===== config.mk =====
export PLATFORM = sky130hd
export DESIGN_NAME = core_sysctl_c15_regs
export DESIGN_NICKNAME = d
export VERILOG_FILES = /design/src/rtl/sysctl_pkg.sv /design/src/rtl/pin_sync.sv /design/src/rtl/core_sysctl_c15_regs.sv
export SDC_FILE = /design/constraint.sdc
export NUM_CORES = 1
export LEC_CHECK = 0
export BUFFER_PORTS_ARGS = -buffer_cell sky130_fd_sc_hd__buf_2
export CAP_MARGIN = 20
export CORE_ASPECT_RATIO = 0.5
export CORE_MARGIN = 1.5
export CORE_UTILIZATION = 59
export DETAILED_ROUTE_END_ITERATION = 12
export HOLD_SLACK_MARGIN = 0.02
export PLACE_DENSITY = 0.86
export SYNTH_ARGS = -nofsm -noshare
export SYNTH_HDL_FRONTEND = slang
export SYNTH_HIERARCHICAL = 1
export SYNTH_SLANG_ARGS = --single-unit

===== constraint.sdc =====
create_clock -name mclk -period 11.98 [get_ports mclk]
set_clock_uncertainty 0.15 [all_clocks]
set_input_delay 1.198 -clock mclk [delete_from_list [all_inputs] [get_ports mclk]]
set_output_delay 1.198 -clock mclk [all_outputs]
set_load 0.005 [all_outputs]

===== src/rtl/sysctl_pkg.sv =====
// Constants and carrier types for the system-control register bank
`default_nettype none
package sysctl_pkg;
  // Coprocessor operand encodings
  localparam logic [3:0] CRN_SYS      = 4'hF;
  localparam logic [2:0] OP1_PWR      = 3'h0;
  localparam logic [2:0] OP1_BASE     = 3'h4;
  localparam logic [2:0] OP1_LOCK     = 3'h5;
  localparam logic [3:0] CRM_PWR      = 4'h0;
  localparam logic [3:0] CRM_BUSY     = 4'h1;
  localparam logic [3:0] CRM_BASE     = 4'h0;
  localparam logic [3:0] CRM_SEL      = 4'h4;
  localparam logic [3:0] CRM_VA       = 4'h5;
  localparam logic [3:0] CRM_PA       = 4'h6;
  localparam logic [3:0] CRM_ATTR     = 4'h7;
  localparam logic [2:0] OP2_PWR      = 3'h0;
  localparam logic [2:0] OP2_BUSY     = 3'h0;
  localparam logic [2:0] OP2_BASE     = 3'h0;
  localparam logic [2:0] OP2_LOCK     = 3'h2;
  localparam logic [2:0] OP2_SEL_RD   = 3'h2;
  localparam logic [2:0] OP2_SEL_WR   = 3'h4;
  // Field positions
  localparam int         PWR_LAT_LO   = 8;
  localparam int         PWR_LAT_W    = 3;
  localparam int         PWR_GATE_BIT = 0;
  localparam int         BUSY_BIT     = 0;
  localparam int         BASE_LO      = 13;
  localparam int         BASE_W       = 19;
  localparam int         VA_VPN_LO    = 12;
  localparam int         VA_NS_BIT    = 10;
  localparam int         VA_MSI_W     = 10;
  // Read masks for reserved bits
  localparam logic [31:0] VA_MASK     = 32'hFFFFF7FF;
  // Reset values
  localparam logic              GATE_RST = 1'b0;
  localparam logic [2:0]        LAT_RST  = 3'h0;
  localparam logic [BASE_W-1:0] BASE_RST = 19'h00000;
  localparam logic [31:0]       WORD_RST = 32'h00000000;

  typedef struct packed {
    logic        valid;
    logic        write;
    logic        secure;
    logic        privileged;
    logic [2:0]  op1;
    logic [3:0]  crn;
    logic [3:0]  crm;
    logic [2:0]  op2;
    logic [31:0] wdata;
  } cp_req_t;

  typedef struct packed {
    logic        done;
    logic        undef;
    logic [31:0] rdata;
  } cp_rsp_t;

  typedef struct packed {
    logic [31:0] va;
    logic [31:0] pa;
    logic [31:0] attr;
  } tlb_entry_t;

  typedef enum logic {
    ST_CAPTURE = 1'b0,
    ST_RUN     = 1'b1
  } boot_state_t;
endpackage
`default_nettype wire


===== src/rtl/pin_sync.sv =====
// Two-flop synchroniser for static input pins
`default_nettype none
module pin_sync #(
  parameter int W = 1
) (
  input  wire logic         mclk,
  input  wire logic         ce,
  input  wire logic [W-1:0] d,
  output logic      [W-1:0] q
);
  logic [W-1:0] meta;

  // Data path only, no reset, so the pins are settled by release
  always_ff @(posedge mclk) begin
    if (ce) begin
      meta <= d;
      q    <= meta;
    end
  end
endmodule
`default_nettype wire


===== src/rtl/core_sysctl_c15_regs.sv =====
// System-control register bank: power, vector busy, base, TLB lockdown
// Operation
// Power control writable only when Secure; Non-secure writes ignored.
// On reset exit, latency pins are captured into power control bits 10:8.
// Software should leave the captured latency field unchanged.
// Power control bit 0 enables dynamic clock gating, reset to zero.
// Power control is opcode1 0, CRn 15, CRm 0, opcode2 0.
// Vector busy register is read-only, at opcode1 0, CRm 1, opcode2 0.
// Vector busy bit 0 reads 1 while a vector instruction is in flight.
// Base register resets to zero single-core, to base pins multi-core.
// Base register writable only Secure privileged; otherwise read-only.
// Base register is opcode1 4, CRn 15, CRm 0, opcode2 0.
// Lockdown ops at opcode1 5; CRm 4 selects, CRm 5-7 VA, PA, attributes.
// Select-for-read latches index; VA/PA/attribute reads return that entry.
// Select-for-write latches an index; VA/PA/attribute writes go there.
// Software accesses the PA register last in a lockdown sequence.
// VA holds page number 31:12, non-secure tag 10, space id 9:0.
// Untranslated page number bits read unpredictable; software writes zero.
// All lockdown operations are refused from the Non-secure state.
// A PA write commits staged VA, attributes and PA into the entry.
// Reserved bits of power and busy registers read zero, ignore writes.
`default_nettype none
module core_sysctl_c15_regs #(
  parameter bit MULTI_CORE  = 1'b1,
  parameter int TLB_ENTRIES = 4,
  parameter int IDX_W       = 2
) (
  input  wire logic                        mclk,
  input  wire logic                        rst,
  input  wire logic                        ce,
  input  wire sysctl_pkg::cp_req_t         req,
  input  wire logic                        vector_pipe_busy,
  input  wire logic                        core_pipe_vector,
  input  wire logic [2:0]                  max_clock_latency_pins,
  input  wire logic [31:0]                 private_region_base_input,
  output sysctl_pkg::cp_rsp_t              rsp,
  output logic                             dyn_clock_gating_en,
  output logic [2:0]                       max_clock_latency,
  output logic [sysctl_pkg::BASE_W-1:0]    config_base
);
  logic [2:0]                    lat_sync;
  logic [31:0]                   base_sync;
  sysctl_pkg::boot_state_t       state;
  sysctl_pkg::boot_state_t       next_state;
  logic                          next_gate;
  logic [2:0]                    next_lat;
  logic [sysctl_pkg::BASE_W-1:0] next_base;
  sysctl_pkg::cp_rsp_t           next_rsp;
  logic [IDX_W-1:0]              rd_index;
  logic [IDX_W-1:0]              wr_index;
  logic [IDX_W-1:0]              next_rd_index;
  logic [IDX_W-1:0]              next_wr_index;
  logic [31:0]                   stage_va;
  logic [31:0]                   stage_attr;
  logic [31:0]                   next_stage_va;
  logic [31:0]                   next_stage_attr;
  logic                          commit;
  sysctl_pkg::tlb_entry_t        commit_entry;
  sysctl_pkg::tlb_entry_t        entries [TLB_ENTRIES];
  logic                          is_pwr;
  logic                          is_busy;
  logic                          is_base;
  logic                          is_lock;
  logic                          is_selr;
  logic                          is_selw;
  logic                          is_va;
  logic                          is_pa;
  logic                          is_attr;
  logic                          legal;
  logic                          take;
  logic                          busy_now;

  // Configuration pins arrive from outside the core clock domain
  pin_sync #(.W(3)) u_lat_sync (
    .mclk (mclk),
    .ce   (ce),
    .d    (max_clock_latency_pins),
    .q    (lat_sync)
  );

  pin_sync #(.W(32)) u_base_sync (
    .mclk (mclk),
    .ce   (ce),
    .d    (private_region_base_input),
    .q    (base_sync)
  );

  // Operand decode
  always_comb begin
    is_pwr  = req.op1 == sysctl_pkg::OP1_PWR && req.crn == sysctl_pkg::CRN_SYS
              && req.crm == sysctl_pkg::CRM_PWR
              && req.op2 == sysctl_pkg::OP2_PWR;
    is_busy = req.op1 == sysctl_pkg::OP1_PWR && req.crn == sysctl_pkg::CRN_SYS
              && req.crm == sysctl_pkg::CRM_BUSY
              && req.op2 == sysctl_pkg::OP2_BUSY;
    is_base = req.op1 == sysctl_pkg::OP1_BASE
              && req.crn == sysctl_pkg::CRN_SYS
              && req.crm == sysctl_pkg::CRM_BASE
              && req.op2 == sysctl_pkg::OP2_BASE;
    is_lock = req.op1 == sysctl_pkg::OP1_LOCK
              && req.crn == sysctl_pkg::CRN_SYS;
    is_selr = is_lock && req.crm == sysctl_pkg::CRM_SEL
              && req.op2 == sysctl_pkg::OP2_SEL_RD;
    is_selw = is_lock && req.crm == sysctl_pkg::CRM_SEL
              && req.op2 == sysctl_pkg::OP2_SEL_WR;
    is_va   = is_lock && req.crm == sysctl_pkg::CRM_VA
              && req.op2 == sysctl_pkg::OP2_LOCK;
    is_pa   = is_lock && req.crm == sysctl_pkg::CRM_PA
              && req.op2 == sysctl_pkg::OP2_LOCK;
    is_attr = is_lock && req.crm == sysctl_pkg::CRM_ATTR
              && req.op2 == sysctl_pkg::OP2_LOCK;
    // Lockdown space is invisible to Non-secure software
    legal   = is_pwr || (is_busy && !req.write) || is_base
              || (req.secure && (is_va || is_pa || is_attr))
              || (req.secure && req.write && (is_selr || is_selw));
    busy_now = vector_pipe_busy || core_pipe_vector;
  end

  // Next-value logic for the whole bank
  always_comb begin
    next_state      = state;
    next_gate       = dyn_clock_gating_en;
    next_lat        = max_clock_latency;
    next_base       = config_base;
    next_rd_index   = rd_index;
    next_wr_index   = wr_index;
    next_stage_va   = stage_va;
    next_stage_attr = stage_attr;
    commit          = 1'b0;
    commit_entry    = '{va: stage_va, pa: req.wdata, attr: stage_attr};
    next_rsp        = '{done: 1'b0, undef: 1'b0,
                        rdata: sysctl_pkg::WORD_RST};
    take            = 1'b0;
    unique case (state)
      sysctl_pkg::ST_CAPTURE: begin
        // First cycle after release: pins have had two edges to settle
        next_lat = lat_sync;
        next_base = MULTI_CORE ?
          base_sync[sysctl_pkg::BASE_LO +: sysctl_pkg::BASE_W] :
          sysctl_pkg::BASE_RST;
        next_state = sysctl_pkg::ST_RUN;
      end
      sysctl_pkg::ST_RUN: begin
        take = req.valid;
      end
    endcase
    if (take) begin
      next_rsp.done  = 1'b1;
      next_rsp.undef = !legal;
      if (legal && req.write) begin
        if (is_pwr && req.secure) begin
          next_gate = req.wdata[sysctl_pkg::PWR_GATE_BIT];
          next_lat  = req.wdata[sysctl_pkg::PWR_LAT_LO +:
                                sysctl_pkg::PWR_LAT_W];
        end
        if (is_base && req.secure && req.privileged) begin
          next_base = req.wdata[sysctl_pkg::BASE_LO +: sysctl_pkg::BASE_W];
        end
        if (is_selr) begin
          next_rd_index = req.wdata[IDX_W-1:0];
        end
        if (is_selw) begin
          next_wr_index = req.wdata[IDX_W-1:0];
        end
        if (is_va) begin
          next_stage_va = req.wdata & sysctl_pkg::VA_MASK;
        end
        if (is_attr) begin
          next_stage_attr = req.wdata;
        end
        // PA goes last, so it is the one that lands the whole entry
        commit = is_pa;
      end
      if (legal && !req.write) begin
        if (is_pwr) begin
          next_rsp.rdata[sysctl_pkg::PWR_GATE_BIT] = dyn_clock_gating_en;
          next_rsp.rdata[sysctl_pkg::PWR_LAT_LO +: sysctl_pkg::PWR_LAT_W] =
            max_clock_latency;
        end
        if (is_busy) begin
          next_rsp.rdata[sysctl_pkg::BUSY_BIT] = busy_now;
        end
        if (is_base) begin
          next_rsp.rdata[sysctl_pkg::BASE_LO +: sysctl_pkg::BASE_W] =
            config_base;
        end
        // Stored page bits are returned as is for untranslated positions
        if (is_va) begin
          next_rsp.rdata = entries[rd_index].va
                           & sysctl_pkg::VA_MASK;
        end
        if (is_pa) begin
          next_rsp.rdata = entries[rd_index].pa;
        end
        if (is_attr) begin
          next_rsp.rdata = entries[rd_index].attr;
        end
      end
    end
  end

  always_ff @(posedge mclk) begin
    if (rst) begin
      state               <= sysctl_pkg::ST_CAPTURE;
      dyn_clock_gating_en <= sysctl_pkg::GATE_RST;
      max_clock_latency   <= sysctl_pkg::LAT_RST;
      config_base         <= sysctl_pkg::BASE_RST;
      rd_index            <= '0;
      wr_index            <= '0;
      stage_va            <= sysctl_pkg::WORD_RST;
      stage_attr          <= sysctl_pkg::WORD_RST;
      rsp                 <= '0;
      for (int i = 0; i < TLB_ENTRIES; i++) begin
        entries[i] <= '0;
      end
    end else if (ce) begin
      state               <= next_state;
      dyn_clock_gating_en <= next_gate;
      max_clock_latency   <= next_lat;
      config_base         <= next_base;
      rd_index            <= next_rd_index;
      wr_index            <= next_wr_index;
      stage_va            <= next_stage_va;
      stage_attr          <= next_stage_attr;
      rsp                 <= next_rsp;
      if (commit) begin
        entries[wr_index] <= commit_entry;
      end
    end
  end

  // Helpers for the checks below
  logic        h_take_pwr_wr;
  logic        h_take_base_wr;
  logic [31:0] h_wdata;
  logic [31:0] h_rd_va;
  logic        h_busy;
  logic [sysctl_pkg::BASE_W-1:0] h_base_pins;
  always_comb begin
    h_take_pwr_wr  = ce && take && req.write && is_pwr;
    h_take_base_wr = ce && take && req.write && is_base;
    h_wdata        = req.wdata;
    h_rd_va        = entries[rd_index].va & sysctl_pkg::VA_MASK;
    h_busy         = busy_now;
    h_base_pins    = base_sync[sysctl_pkg::BASE_LO +: sysctl_pkg::BASE_W];
  end
endmodule
`default_nettype wire


==> flow_summary.yaml <==
place:
  pre_cts_ws_ns: 6.503
  io_buffers: 133
  dp_hpwl_um: 32150
  placed_area_sq_um: 24570
  place_congestion: 0.8482
  dp_cells: 2290
sta:
  setup_viol_count_final: 0
  finalWorstSetupSlack_ns: 6.990
  drv_slew: 0
  fin_crit_ns: 4.990
  max_freq_mhz: 200.4
  grt_setup_unrepaired: "no"
  tns_ns: 0
  timing.final.crit_share_pct: 41.65
  tightest_slew_ns: 1.124
  relSlewSlack_pct: 25.07
  hold_viol: 0
power_and_ir_drop:
  powerDensity_nw_per_um2: 145.0
  irDropWorstVdd_mv: 0.09182
  p_leak_uw: 0.009039
final_layout:
  stdcell_count: 2380
  nets: 1900
  syn2layout_area_growth_pct: 10.92
  drive_gt1_share_pct: 19.00
  final_cell_mix: "424 x edfxtp_1, 382 x and2_1, 167 x nand2_1"
  mostFrequentLayoutCell: "edfxtp_1"
  fin_area_sq_um: 26080
clock_network:
  cts.sinks: 551
  cts-root-buf: "clkbuf_16"
  cts_max_path_buffers: 3
  ctsHoldBuffers: 0
  cts_setup_buffers: 0
  cts_buffers: 46
  worstSkewPairLatency_ns: 0.57
  cts_tree: "built"
  htree_num_levels: 2
  clkTransAtPathRegs_ns: 0.06
  cts_resized: 0
floorplan:
  dieArea_sq_um: 41140
  start_util_pct: 60.12
  core-area_sq_um: 39120
  die_w_um: 285.3
  io_pins: 147
  std_cell_rows: 51
  die_h_um: 144.2
worst_setup_path:
  worstSetupPathType: "in2reg"
  start_kind: "input port"
  worstPathRequired_ns: 12.01
  critPathCaptureType: "flop"
  worstPathArrival_ns: 5.02
  cp_max_fo: 61
route:
  wl_per_cell_um: 25.42
  ant_nets: 0
  vias: 15337
  remaining_drc_errors: 0
  highest_layer: "met4"
  drt_iter0_markers: 2253
  wl_met3_um: 6318
  wl_met1_um: 21790
  dr_wl_met2_um: 29670
  via_per_inst: 6.444
  wl_um: 60500
  drtPass1Iterations: 8
logic_synthesis:
  synth-warning-count: 6
  synthesis.nets: 1811
  synth_area_sq_um: 23520
  syn_area_per_cell_sq_um: 13.66
  syn_inst: 1721
global_routing:
  grt.total_usage_pct: 29.38
  grt_pass1_wl_um: 89890
  grt_max_degree: 74
  grt-ovfl-total: 0
  antenna_found_initial: 4
  grt_pass1_vias: 15527
status:
  run_status: "finished clean"
worst_hold_path:
  hp-class: "reg2reg"
run:
  maxCapViolations: 0
[metal layers]
layer	track usage, %	up-vias
met3	5.457	203
met2	50.29	1001
met5	0	-
li1	-	6520
met4	14.45	0
met1	36.61	7613
[where the power goes]
| group | switching [uW] | internal, uW | leakage [uW] |
|---|---|---|---|
| registers | 26.4 | 2130 | 0.00518 |
| logic | 100 | 47.2 | 0.00315 |
| clock network | 680 | 803 | 0.000709 |
| total | 807 | 2980 | 0.00904 |
[layout make-up]
cell class / instances / area (sq um)
repair buffers: 168 / 993.5
fillers: 2643 / 13030
diodes: 3 / 7.507
well taps: 530 / 663.1
clock inverters: 20 / 145.1
multi-input cells: 1038 / 7670
inverters: 5 / 18.77
clock buffers: 65 / 1304
flip-flops and latches: 551 / 15280
[registers in the layout, summed over array words and instances, names as in the netlist, named ones only]
register / flops
stage_attr: 32
u_lat_sync/meta: 3
u_base_sync/q: 19
u_base_sync/meta: 19
max_clock_latency: 3
wr_index: 2
rsp: 34
state: 1
u_lat_sync/q: 3
rd_index: 2
dyn_clock_gating_en: 1
entries: 380
stage_va: 31
config_base: 19
[critical path: stages]
cell,delay (ns)
buf_2,0.31
buf_4,0.37
clkinv_1,0.24
buf_4,0.43
nand4_4,0.25
nor4b_4,0.28
buf_4,0.38
or2_4,0.57
buf_4,0.87
[stage by stage]
stage | power [uW] | hold slack [ns] | util (%)
after detailed placement | 2338 | 0.2545 | 62.82
after global placement | 2328 | 0.2511 | 62.75
final | 3783 | 0.2701 | 66.68
after floorplan | 2260 | 0.2503 | -
after CTS | 3785 | 0.2699 | 66.52
after global routing | 3872 | 0.2762 | 66.68
[worst paths after layout]
check	from	cells after the start	to	slack [ns]
hold reg to reg	u_base_sync/meta[18]	0	u_base_sync/q[18]	0.27
setup / recovery	req[35]	9	entries[1][38]	6.99
setup reg to reg	state	6	entries[1][38]	8.38
hold / removal	u_base_sync/meta[18]	0	u_base_sync/q[18]	0.27
(Power assumes the default switching activity.)
